--- src/gcd_pkg.sv ---
// Package for the guarded compare, copy and halfword dot-product datapath.
// Assumes one core clock; operation codes are those of the issue logic.
package gcd_pkg;
	localparam int unsigned gcd_data_w = 32;
	localparam int unsigned gcd_opc_w = 8;
	localparam int unsigned gcd_imm_w = 7;
	localparam int unsigned gcd_reg_w = 7;
	localparam int unsigned gcd_slot_w = 3;
	// Operation codes
	localparam logic [7:0] gcd_opc_copy = 8'h0c;
	localparam logic [7:0] gcd_opc_eql = 8'h25;
	localparam logic [7:0] gcd_opc_eqli = 8'h04;
	localparam logic [7:0] gcd_opc_dot = 8'h5d;
	// Latencies in cycles
	localparam int unsigned gcd_alu_lat = 1;
	localparam int unsigned gcd_dot_lat = 3;
	// Slot limits
	localparam logic [2:0] gcd_alu_slot_lo = 3'h1;
	localparam logic [2:0] gcd_alu_slot_hi = 3'h5;
	localparam logic [2:0] gcd_dot_slot_lo = 3'h2;
	localparam logic [2:0] gcd_dot_slot_hi = 3'h3;
	// Saturation bounds and zero register
	localparam logic [31:0] gcd_sat_min = 32'h80000000;
	localparam logic [31:0] gcd_sat_max = 32'h7fffffff;
	localparam logic [31:0] gcd_zero_value = 32'h00000000;
	localparam logic [6:0] gcd_zero_register = 7'h00;
endpackage

--- src/gcd_datapath.sv ---
// Guarded copy, compare-equal, compare-equal-immediate and dot-product unit.
// Assumes issue logic presents one operation per cycle with operands read.
// How it works
// - Guard bit 0 gates the write; unguarded operations write unless refused for their slot.
// - Copy passes first source unchanged to destination under guard.
// - Copy is zero register plus source; zero register reads zero.
// - Copy and compares take one cycle, issue in slots one to five.
// - Compare-equal writes one when 32-bit sources match, else zero.
// - Compare-immediate writes one when source equals the sign-extended modifier.
// - Dot product multiplies matching signed halves and adds products.
// - Products and sum at full precision, then saturate to 32 bits.
// - Dot product takes three cycles, issues only in slots two or three.
`timescale 1ns/100ps
module gcd_datapath
	import gcd_pkg::*;
#(
	parameter int unsigned data_w = gcd_data_w
) (
	input wire logic clk,
	input wire logic reset,
	input wire logic issue_valid,
	input wire logic [gcd_pkg::gcd_opc_w-1:0] issue_opcode,
	input wire logic [gcd_pkg::gcd_slot_w-1:0] issue_slot,
	input wire logic [gcd_pkg::gcd_data_w-1:0] first_source,
	input wire logic [gcd_pkg::gcd_data_w-1:0] second_source,
	input wire logic [gcd_pkg::gcd_imm_w-1:0] issue_modifier,
	input wire logic guard_present,
	input wire logic [gcd_pkg::gcd_data_w-1:0] guard_value,
	input wire logic [gcd_pkg::gcd_reg_w-1:0] issue_dest,
	output logic issue_refused,
	output logic alu_wr_en,
	output logic [gcd_pkg::gcd_reg_w-1:0] alu_wr_dest,
	output logic [gcd_pkg::gcd_data_w-1:0] alu_wr_data,
	output logic dot_wr_en,
	output logic [gcd_pkg::gcd_reg_w-1:0] dot_wr_dest,
	output logic [gcd_pkg::gcd_data_w-1:0] dot_wr_data
);
	import gcd_pkg::*;

	if (data_w != gcd_data_w) begin : g_width_check
		$error("gcd_datapath supports only 32-bit data");
	end

	wire logic guard_ok = !guard_present || guard_value[0];
	wire logic is_copy = issue_opcode == gcd_opc_copy;
	wire logic is_eql = issue_opcode == gcd_opc_eql;
	wire logic is_eqli = issue_opcode == gcd_opc_eqli;
	wire logic is_dot = issue_opcode == gcd_opc_dot;
	wire logic is_alu_op = is_copy || is_eql || is_eqli;
	wire logic alu_slot_ok = issue_slot >= gcd_alu_slot_lo && issue_slot <= gcd_alu_slot_hi;
	wire logic dot_slot_ok = issue_slot >= gcd_dot_slot_lo && issue_slot <= gcd_dot_slot_hi;
	wire logic alu_go = issue_valid && is_alu_op && alu_slot_ok;
	wire logic dot_go = issue_valid && is_dot && dot_slot_ok;
	assign issue_refused = issue_valid && !alu_go && !dot_go;

	// Copy through the adder with the zero register as first operand
	wire logic [31:0] zero_operand = gcd_zero_value;
	wire logic [31:0] copy_result = 32'(zero_operand + first_source);
	wire logic [31:0] imm_ext = {{25{issue_modifier[6]}}, issue_modifier};
	wire logic eql_hit = $signed(first_source) == $signed(second_source);
	wire logic eqli_hit = $signed(first_source) == $signed(imm_ext);
	wire logic [31:0] alu_result = is_copy ? copy_result :
		{31'h0, (is_eql ? eql_hit : eqli_hit)};

	always_ff @(posedge clk) begin
		if (reset) begin
			alu_wr_en <= 1'b0;
			alu_wr_dest <= '0;
			alu_wr_data <= '0;
		end else begin
			alu_wr_en <= alu_go && guard_ok;
			alu_wr_dest <= issue_dest;
			alu_wr_data <= alu_result;
		end
	end

	// Stage 1: halfword products at full precision
	logic signed [31:0] prod_hi_q, prod_lo_q;
	logic signed [33:0] sum_q;
	logic dot_v1_q, dot_v2_q;
	logic [gcd_reg_w-1:0] dest1_q, dest2_q;
	wire logic signed [31:0] prod_hi_d = $signed(first_source[31:16]) * $signed(second_source[31:16]);
	wire logic signed [31:0] prod_lo_d = $signed(first_source[15:0]) * $signed(second_source[15:0]);
	wire logic signed [33:0] sum_d = 34'(34'(prod_hi_q) + 34'(prod_lo_q));
	wire logic [31:0] sat_d = (sum_q > $signed(34'(signed'(gcd_sat_max)))) ? gcd_sat_max :
		(sum_q < $signed(34'(signed'(gcd_sat_min)))) ? gcd_sat_min : sum_q[31:0];

	always_ff @(posedge clk) begin
		if (reset) begin
			dot_v1_q <= 1'b0;
			prod_hi_q <= '0;
			prod_lo_q <= '0;
			dest1_q <= '0;
		end else begin
			dot_v1_q <= dot_go && guard_ok;
			prod_hi_q <= prod_hi_d;
			prod_lo_q <= prod_lo_d;
			dest1_q <= issue_dest;
		end
	end

	// Stage 2: sum of the two products
	always_ff @(posedge clk) begin
		if (reset) begin
			dot_v2_q <= 1'b0;
			sum_q <= '0;
			dest2_q <= '0;
		end else begin
			dot_v2_q <= dot_v1_q;
			sum_q <= sum_d;
			dest2_q <= dest1_q;
		end
	end

	// Stage 3: saturated result to the write port
	always_ff @(posedge clk) begin
		if (reset) begin
			dot_wr_en <= 1'b0;
			dot_wr_dest <= '0;
			dot_wr_data <= '0;
		end else begin
			dot_wr_en <= dot_v2_q;
			dot_wr_dest <= dest2_q;
			dot_wr_data <= sat_d;
		end
	end

	chk_guard_blocks_alu: assert property (@(posedge clk) disable iff (reset)
		issue_valid && is_alu_op && guard_present && !guard_value[0] |=> !alu_wr_en)
		else $error("guarded-off alu op wrote");

	chk_alu_unguarded: assert property (@(posedge clk) disable iff (reset)
		alu_go && !guard_present |=> alu_wr_en)
		else $error("unguarded alu op did not write");

	chk_guard_blocks_dot: assert property (@(posedge clk) disable iff (reset)
		issue_valid && is_dot && guard_present && !guard_value[0] |-> ##3 !dot_wr_en)
		else $error("guarded-off dot product wrote");

	chk_dot_unguarded: assert property (@(posedge clk) disable iff (reset)
		dot_go && !guard_present |-> ##3 dot_wr_en)
		else $error("unguarded dot product did not write");

	chk_copy_value: assert property (@(posedge clk) disable iff (reset)
		alu_go && guard_ok && is_copy |=> alu_wr_en && alu_wr_data == $past(first_source))
		else $error("copy result wrong");

	chk_copy_guard_off: assert property (@(posedge clk) disable iff (reset)
		alu_go && is_copy && guard_present && !guard_value[0] |=> !alu_wr_en)
		else $error("guarded-off copy wrote");

	chk_copy_zero: assert property (@(posedge clk) disable iff (reset)
		alu_go && guard_ok && is_copy && first_source == gcd_zero_value |=> alu_wr_data == gcd_zero_value)
		else $error("copy of zero wrong");

	chk_alu_one_cycle: assert property (@(posedge clk) disable iff (reset)
		alu_go && guard_ok |=> alu_wr_en && alu_wr_dest == $past(issue_dest))
		else $error("alu result not after one cycle");

	chk_alu_bad_slot: assert property (@(posedge clk) disable iff (reset)
		issue_valid && is_alu_op && !alu_slot_ok |-> issue_refused)
		else $error("alu op in bad slot not refused");

	chk_refused_no_alu: assert property (@(posedge clk) disable iff (reset)
		issue_refused |=> !alu_wr_en)
		else $error("refused op wrote alu result");

	chk_good_not_refused: assert property (@(posedge clk) disable iff (reset)
		alu_go || dot_go |-> !issue_refused)
		else $error("legal op refused");

	chk_eql_value: assert property (@(posedge clk) disable iff (reset)
		alu_go && guard_ok && is_eql |=> alu_wr_data == {31'h0, $past(first_source == second_source)})
		else $error("compare-equal result wrong");

	chk_eql_signed_min: assert property (@(posedge clk) disable iff (reset)
		alu_go && guard_ok && is_eql && first_source == 32'h80000000 && second_source == 32'h80000000
		|=> alu_wr_data == 32'h00000001)
		else $error("compare-equal of most negative wrong");

	chk_eqli_value: assert property (@(posedge clk) disable iff (reset)
		alu_go && guard_ok && is_eqli |=>
		alu_wr_data[0] == ($past(first_source) == 32'($signed($past(issue_modifier)))))
		else $error("compare-immediate result wrong");

	chk_eqli_one_bit: assert property (@(posedge clk) disable iff (reset)
		alu_go && guard_ok && is_eqli |=> alu_wr_data[31:1] == 31'h0)
		else $error("compare-immediate upper bits set");

	chk_dot_small: assert property (@(posedge clk) disable iff (reset)
		dot_go && first_source == 32'h00020003 && second_source == 32'h00010002
		|-> ##3 dot_wr_data == 32'h00000008)
		else $error("dot product value wrong");

	chk_dot_sat: assert property (@(posedge clk) disable iff (reset)
		dot_go && first_source == 32'h80008000 && second_source == 32'h80008000
		|-> ##3 dot_wr_data == gcd_sat_max)
		else $error("dot product saturation wrong");

	chk_dot_three: assert property (@(posedge clk) disable iff (reset)
		dot_go && guard_ok |-> ##3 dot_wr_en && dot_wr_dest == $past(issue_dest, 3))
		else $error("dot product not after three cycles");

	chk_dot_bad_slot: assert property (@(posedge clk) disable iff (reset)
		issue_valid && is_dot && !dot_slot_ok |-> issue_refused)
		else $error("dot product in bad slot not refused");

	chk_refused_no_dot: assert property (@(posedge clk) disable iff (reset)
		issue_refused |-> ##3 !dot_wr_en)
		else $error("refused op wrote dot result");

	chk_dot_guard: assert property (@(posedge clk) disable iff (reset)
		!(dot_go && guard_ok) |-> ##3 !dot_wr_en)
		else $error("suppressed dot product wrote");

	chk_alu_quiet: assert property (@(posedge clk) disable iff (reset)
		!(alu_go && guard_ok) |=> !alu_wr_en)
		else $error("suppressed alu op wrote");

	chk_dot_back_to_back: assert property (@(posedge clk) disable iff (reset)
		dot_go && guard_ok && $past(dot_go && guard_ok) |-> ##3 dot_wr_en && $past(dot_wr_en))
		else $error("back to back dot products lost");
endmodule // gcd_datapath

--- config.mk ---
export PLATFORM = sky130hd
export DESIGN_NAME = gcd_datapath
export DESIGN_NICKNAME = d
export VERILOG_FILES = /design/src/gcd_pkg.sv /design/src/gcd_datapath.sv
export SDC_FILE = /design/constraint.sdc
export NUM_CORES = 2
export LEC_CHECK = 0
export BUFFER_PORTS_ARGS = -buffer_cell sky130_fd_sc_hd__buf_2
export CAP_MARGIN = 20
export CORE_MARGIN = 2
export CORE_UTILIZATION = 55
export DETAILED_ROUTE_END_ITERATION = 8
export PLACE_DENSITY = 0.85
export RECOVER_POWER = 50
export SETUP_SLACK_MARGIN = 0.02
export SLEW_MARGIN = 20
export SYNTH_ARGS = -nofsm -noshare
export SYNTH_HDL_FRONTEND = slang
export SYNTH_SLANG_ARGS = --single-unit
--- constraint.sdc ---
create_clock -name clk -period 7.4 [get_ports clk]
set_input_delay 1.48 -clock clk [delete_from_list [all_inputs] [get_ports clk]]
set_output_delay 1.48 -clock clk [all_outputs]
set_load 0.1 [all_outputs]
Word-level counts from Yosys, hierarchy flattened

Index checks and enable logic that the tools add are counted.

Logic and storage cells: 52
Bits of input ports: 125
Flip-flop bits (word level): 187

Eq/ne operators: 6
Muxes and demuxes: 4
Bitwise logic cells: 1
Reductions and logical operators: 18
Multipliers: 2
$lt $le $gt $ge: 6
$add $sub $neg: 1

Operators with widths:

| operator                                                           | count |
|---|---|
| multiplier 16 x 16 -> 32 bit                                       | 2 |
| > comparator 34 x 32 -> 1 bit (second input constant)              | 1 |
| < comparator 34 x 32 -> 1 bit (second input constant)              | 1 |
| adder 32 x 32 -> 33 bit                                            | 1 |
| == test 32 bit                                                     | 1 |
| == test 32 x 7 -> 1 bit                                            | 1 |
| two-way mux 32 bit                                                 | 1 |
| two-way mux 31 bit                                                 | 1 |
| logical AND 1 bit                                                  | 10 |
| == test 8 x 3 -> 1 bit (second input constant)                     | 1 |
| == test 8 x 4 -> 1 bit (second input constant)                     | 1 |
| == test 8 x 6 -> 1 bit (second input constant)                     | 1 |
| == test 8 x 7 -> 1 bit (second input constant)                     | 1 |
| OR reduction 2 bit                                                 | 2 |
| greater-or-equal comparator 3 x 1 -> 1 bit (second input constant) | 1 |
| greater-or-equal comparator 3 x 2 -> 1 bit (second input constant) | 1 |
| <= comparator 3 x 2 -> 1 bit (second input constant)               | 1 |
| <= comparator 3 bit (second input constant)                        | 1 |
| logical NOT 1 bit                                                  | 3 |
| logical OR 1 bit                                                   | 3 |
| two-way mux 1 bit                                                  | 2 |
| NOT 1 bit                                                          | 1 |

Logic depth before layout (Yosys ltp)

Word-level depth: 8
Gate-level depth with buffers: 26
Depth with buffers taken out: 24

Least setup slack after synthesis

OpenSTA, ideal clock, no wires.

Kind: input-to-reg
From: input port first_source[23] (netlist bit)
To: register prod_hi_q[31]
Buffers on the path: 2
Library setup time: 0.123 ns
Data required time: 7.277 ns
Data arrival time: 7.424 ns
Stages on the path: 24
Slack: -0.148 ns
Cells stage by stage: clkbuf_1 clkbuf_1 nand2_1 fa_1 inv_1 fa_1 inv_1 fa_1 inv_1 fa_1 fa_1 inv_1 fa_1 inv_1 ha_1 a21o_1 a21o_1 a21o_1 a2111oi_2 o311a_2 o31ai_2 a211o_1 o22ai_1 mux2_1

Word-level cells in the longest chain between the ends: 1

Ends and longest elaborated chain:

| item                         | line               | RTL |
|---|---|---|
| from (decl)                  | gcd_datapath.sv:24 | `input wire logic [gcd_pkg::gcd_data_w-1:0] first_source,` |
| multiplier 16 x 16 -> 32 bit | gcd_datapath.sv:82 | `wire logic signed [31:0] prod_hi_d = $signed(first_source[31:16]) * $signed(second_source[31:16]);` |
| to (signal assigned)         | gcd_datapath.sv:96 | `prod_hi_q <= prod_hi_d;` |
| to (decl)                    | gcd_datapath.sv:78 | `logic signed [31:0] prod_hi_q, prod_lo_q;` |

Every way passes these cells.
A chain may end at the register's enable or synchronous reset.

Worst setup path in the final report

From: input port first_source[22] (netlist bit)
To: register prod_hi_q[31]

Same word-level chain as after synthesis.

==> reports/results.txt <==
status - finished, violations left
failing checks - max-capacitance violations, max-slew violations
DRT Pass-1 Iters - 5
Placer Congestion - 0.922
CP max stage delay - 0.55 ns
met2 usage - 46.8%
Most Frequent Cell on Critical Path - fa_1
Final ANT Viol Nets - 0
min-delay worst type - reg2reg
CTS tree - built
TritonCTS Buffers - 17
Main synth FF type - dfxtp_1
most common cell after layout, fill and taps aside - inv_1
GR Util met1 - 33.3%
first-pass GRT wire length - 108000 um
post-synth net total - 3740
Startpoint Class - input pin
FMAX - 139 MHz
GRT Residual Overflow - 0
# DRC - 0
Initial Util - 55.4%
clk buf depth - 2
sequential fraction of the synthesis area - 13.8%
Clock Skews - 0.0164 ns
#FFs+latches synth - 186
Setup CP Type - in2reg
core area - 48600 um2
input/output buffers - 174
height of the die - 225 um
TNS Setup - 0 ns
Syn Area/Cell - 9.31 um2
Synth Instances - 2894
CTS H-Tree Depth - 4
NumNets Final - 3952
Slew @ Worst Pin - 2.16 ns
worst-skew pair later-pin latency - 0.48 ns
Crit. path cell count - 23
vias in the first global route - 22.0k
final critical-path share of the clock period - 97.0%
EDFF count, synth - 0
Die Area - 50800 um2
# IOs - 206
drt via density - 5.46
Syn. warnings - 0
CP bufs+invs - 6
minimum clock period after layout - 7.18 ns
critical path capture point type - flip-flop
routed wire length - 65700 um
dpl hpwl - 53600 um
Mapped Area - 26900 um2
CP required - 7.76 ns
fraction of layout cells with a size suffix above 1 - 10.5%
asr flop ratio synth - 0%
Worst path top cell family by delay - adder cells
via count - 20.4k
Row Count - 81
initial antenna violation count - 9
total global-route track usage - 27.5%
fillers - 3843
global route hottest layer - met2
slowest stage cell on the critical path - fa_1
MaxCap Viol Count - 2
pin count of the biggest net entering global routing - 89
Clk pin slew, worst setup/hold paths - 0.07 ns
RSZ-0062 raised after global routing - false
Slew HR - -43.8%
Layout area overhead - 10.7%
WL per Instance - 17.5 um
dominant cell type by area after synthesis - fa_1
final setup fails - 0
Sink Count - 186
CP arrival - 7.54 ns
area share of the largest cell type after synthesis - 39.0%
cell breakdown of the critical path - buf_2 -> nand2_1 -> fa_1 -> inv_1 -> fa_1 -> inv_1 -> fa_1 -> inv_1 -> fa_1 -> fa_1 -> inv_1 -> fa_1 -> inv_1 -> ha_1 -> a21o_1 -> a21o_1 -> a21o_1 -> a2111oi_2 -> o311a_2 -> o31ai_2 -> a211o_1 -> o22ai_1 -> mux2_1
library cells used by synthesis - 82
final slew viol count - 83
WHS Path Cells - 1
DRT iter0 DRCs - 1413
met3 usage - 5.41%
commonest cells after routing, fill and taps aside - inv_1, fa_1, and2_1
die extent in x - 225 um
largest cells by area after synthesis - fa_1, dfxtp_1, ha_1
Final Hold Viols - 0
worst r2r path cells - 12
critical path peak fanout - 6
CTS root buf - clkbuf_16
path summary, 6_finish.rpt:
kind                                       start              to  slack [ns]
worst min-delay path                  dest2_q[2]  dot_wr_dest[2]        0.44
worst max register to register      prod_hi_q[0]       sum_q[30]        3.88
worst min register to register        dest2_q[2]  dot_wr_dest[2]        0.44
worst max-delay path            first_source[22]   prod_hi_q[31]        0.22
logic make-up (layout without fill, tap and decap cells):
logic type	Yosys count	after routing	synth area share [%]
muxes	15	15	0.595
and+or+nand+nor	847	847	16.2
adders and majority gates	721	721	48.1
other	0	1	0
buffers and inverters	722	947	10.1
AOI/OAI and AO/OA	308	308	8.04
DFF	186	186	13.8
xor gates and xnor gates	95	95	3.09
routing by layer:
metal | wire (um) | up-vias
met5 | 49 | -
met4 | 3380 | 8
met3 | 4750 | 233
met2 | 32400 | 810
met1 | 25000 | 10200
li1 | - | 9185
flip-flops by register name, summed over array words and instances (netlist names), 7 cells and up:
register and cells:
prod_hi_q 32, alu_wr_data 32, prod_lo_q 32, sum_q 33, dot_wr_dest 7, dest2_q 7, dot_wr_data 32, dest1_q 7
metrics by stage:
stage / hold slack [ns] / instances / utilization [%] / setup WS (ns) / instance area [um2]
2_1_floorplan: 0.414 / 2894 / - / 0.0239 / 27000
4_1_cts: 0.438 / 3741 / 61.5 / 0.245 / 29900
3_3_place_gp: 0.418 / 3709 / 60.1 / -0.129 / 29300
5_1_grt: 0.450 / 3742 / 61.3 / 0.0391 / 29800
3_5_place_dp: 0.420 / 3709 / 60.1 / -0.255 / 29300
6_report: 0.438 / 3742 / 61.3 / 0.218 / 29800
cell usage after synthesis (6+ instances only):
cell type,count
inv_1,594
fa_1,525
and2_1,286
nand2_1,254
ha_1,196
dfxtp_1,186
nor2_1,134
clkbuf_1,118
a21oi_1,77
xnor2_1,61
nor2b_1,53
o21a_1,52
a21o_1,43
xor2_1,34
o21ai_0,33
nor3_1,25
nand2b_1,23
nand3_1,15
o21bai_1,14
and3_1,13
a31oi_1,11
a211oi_1,10
nand4_1,9
mux2_1,7
mux2i_1,7
or3_1,7
nor3b_1,6
o21ai_1,6
worst register-to-register path, stage by stage, from the launching register on:
cell and delay [ns]:
dfxtp_1 0.33, ha_1 0.22, inv_1 0.08, fa_1 0.20, nand2b_1 0.12, a21oi_1 0.10, o31a_1 0.29, o31ai_1 0.56
a21boi_0 0.40, a211oi_2 0.43, o21ai_1 0.15, a21oi_1 0.21, mux2_1 0.33
repair_timing:
| action | in CTS | in global routing |
|---|---|---|
| hold endpoints to repair | 0 | 0 |
| resized for setup | 0 | 2 |
| hold buffers | 0 | 0 |
| setup endpoints to repair | 0 | 1 |
| setup buffers | 0 | 0 |
layout make-up:
class	instances	area [um2]	share of cell area [%]
Antenna cell	1	2.50	0.00839
Clock buffer	17	425	1.43
Clock inverter	15	214	0.718
Inverter	594	2230	7.48
Multi-Input combinational cell	1986	20500	68.7
Sequential cell	186	3720	12.5
Tap cell	622	778	2.61
Timing Repair Buffer	321	1950	6.53
Power is left out: the tool's default activity adds up to more than one toggle a clock period on the data nets, which glitch-free logic cannot reach.
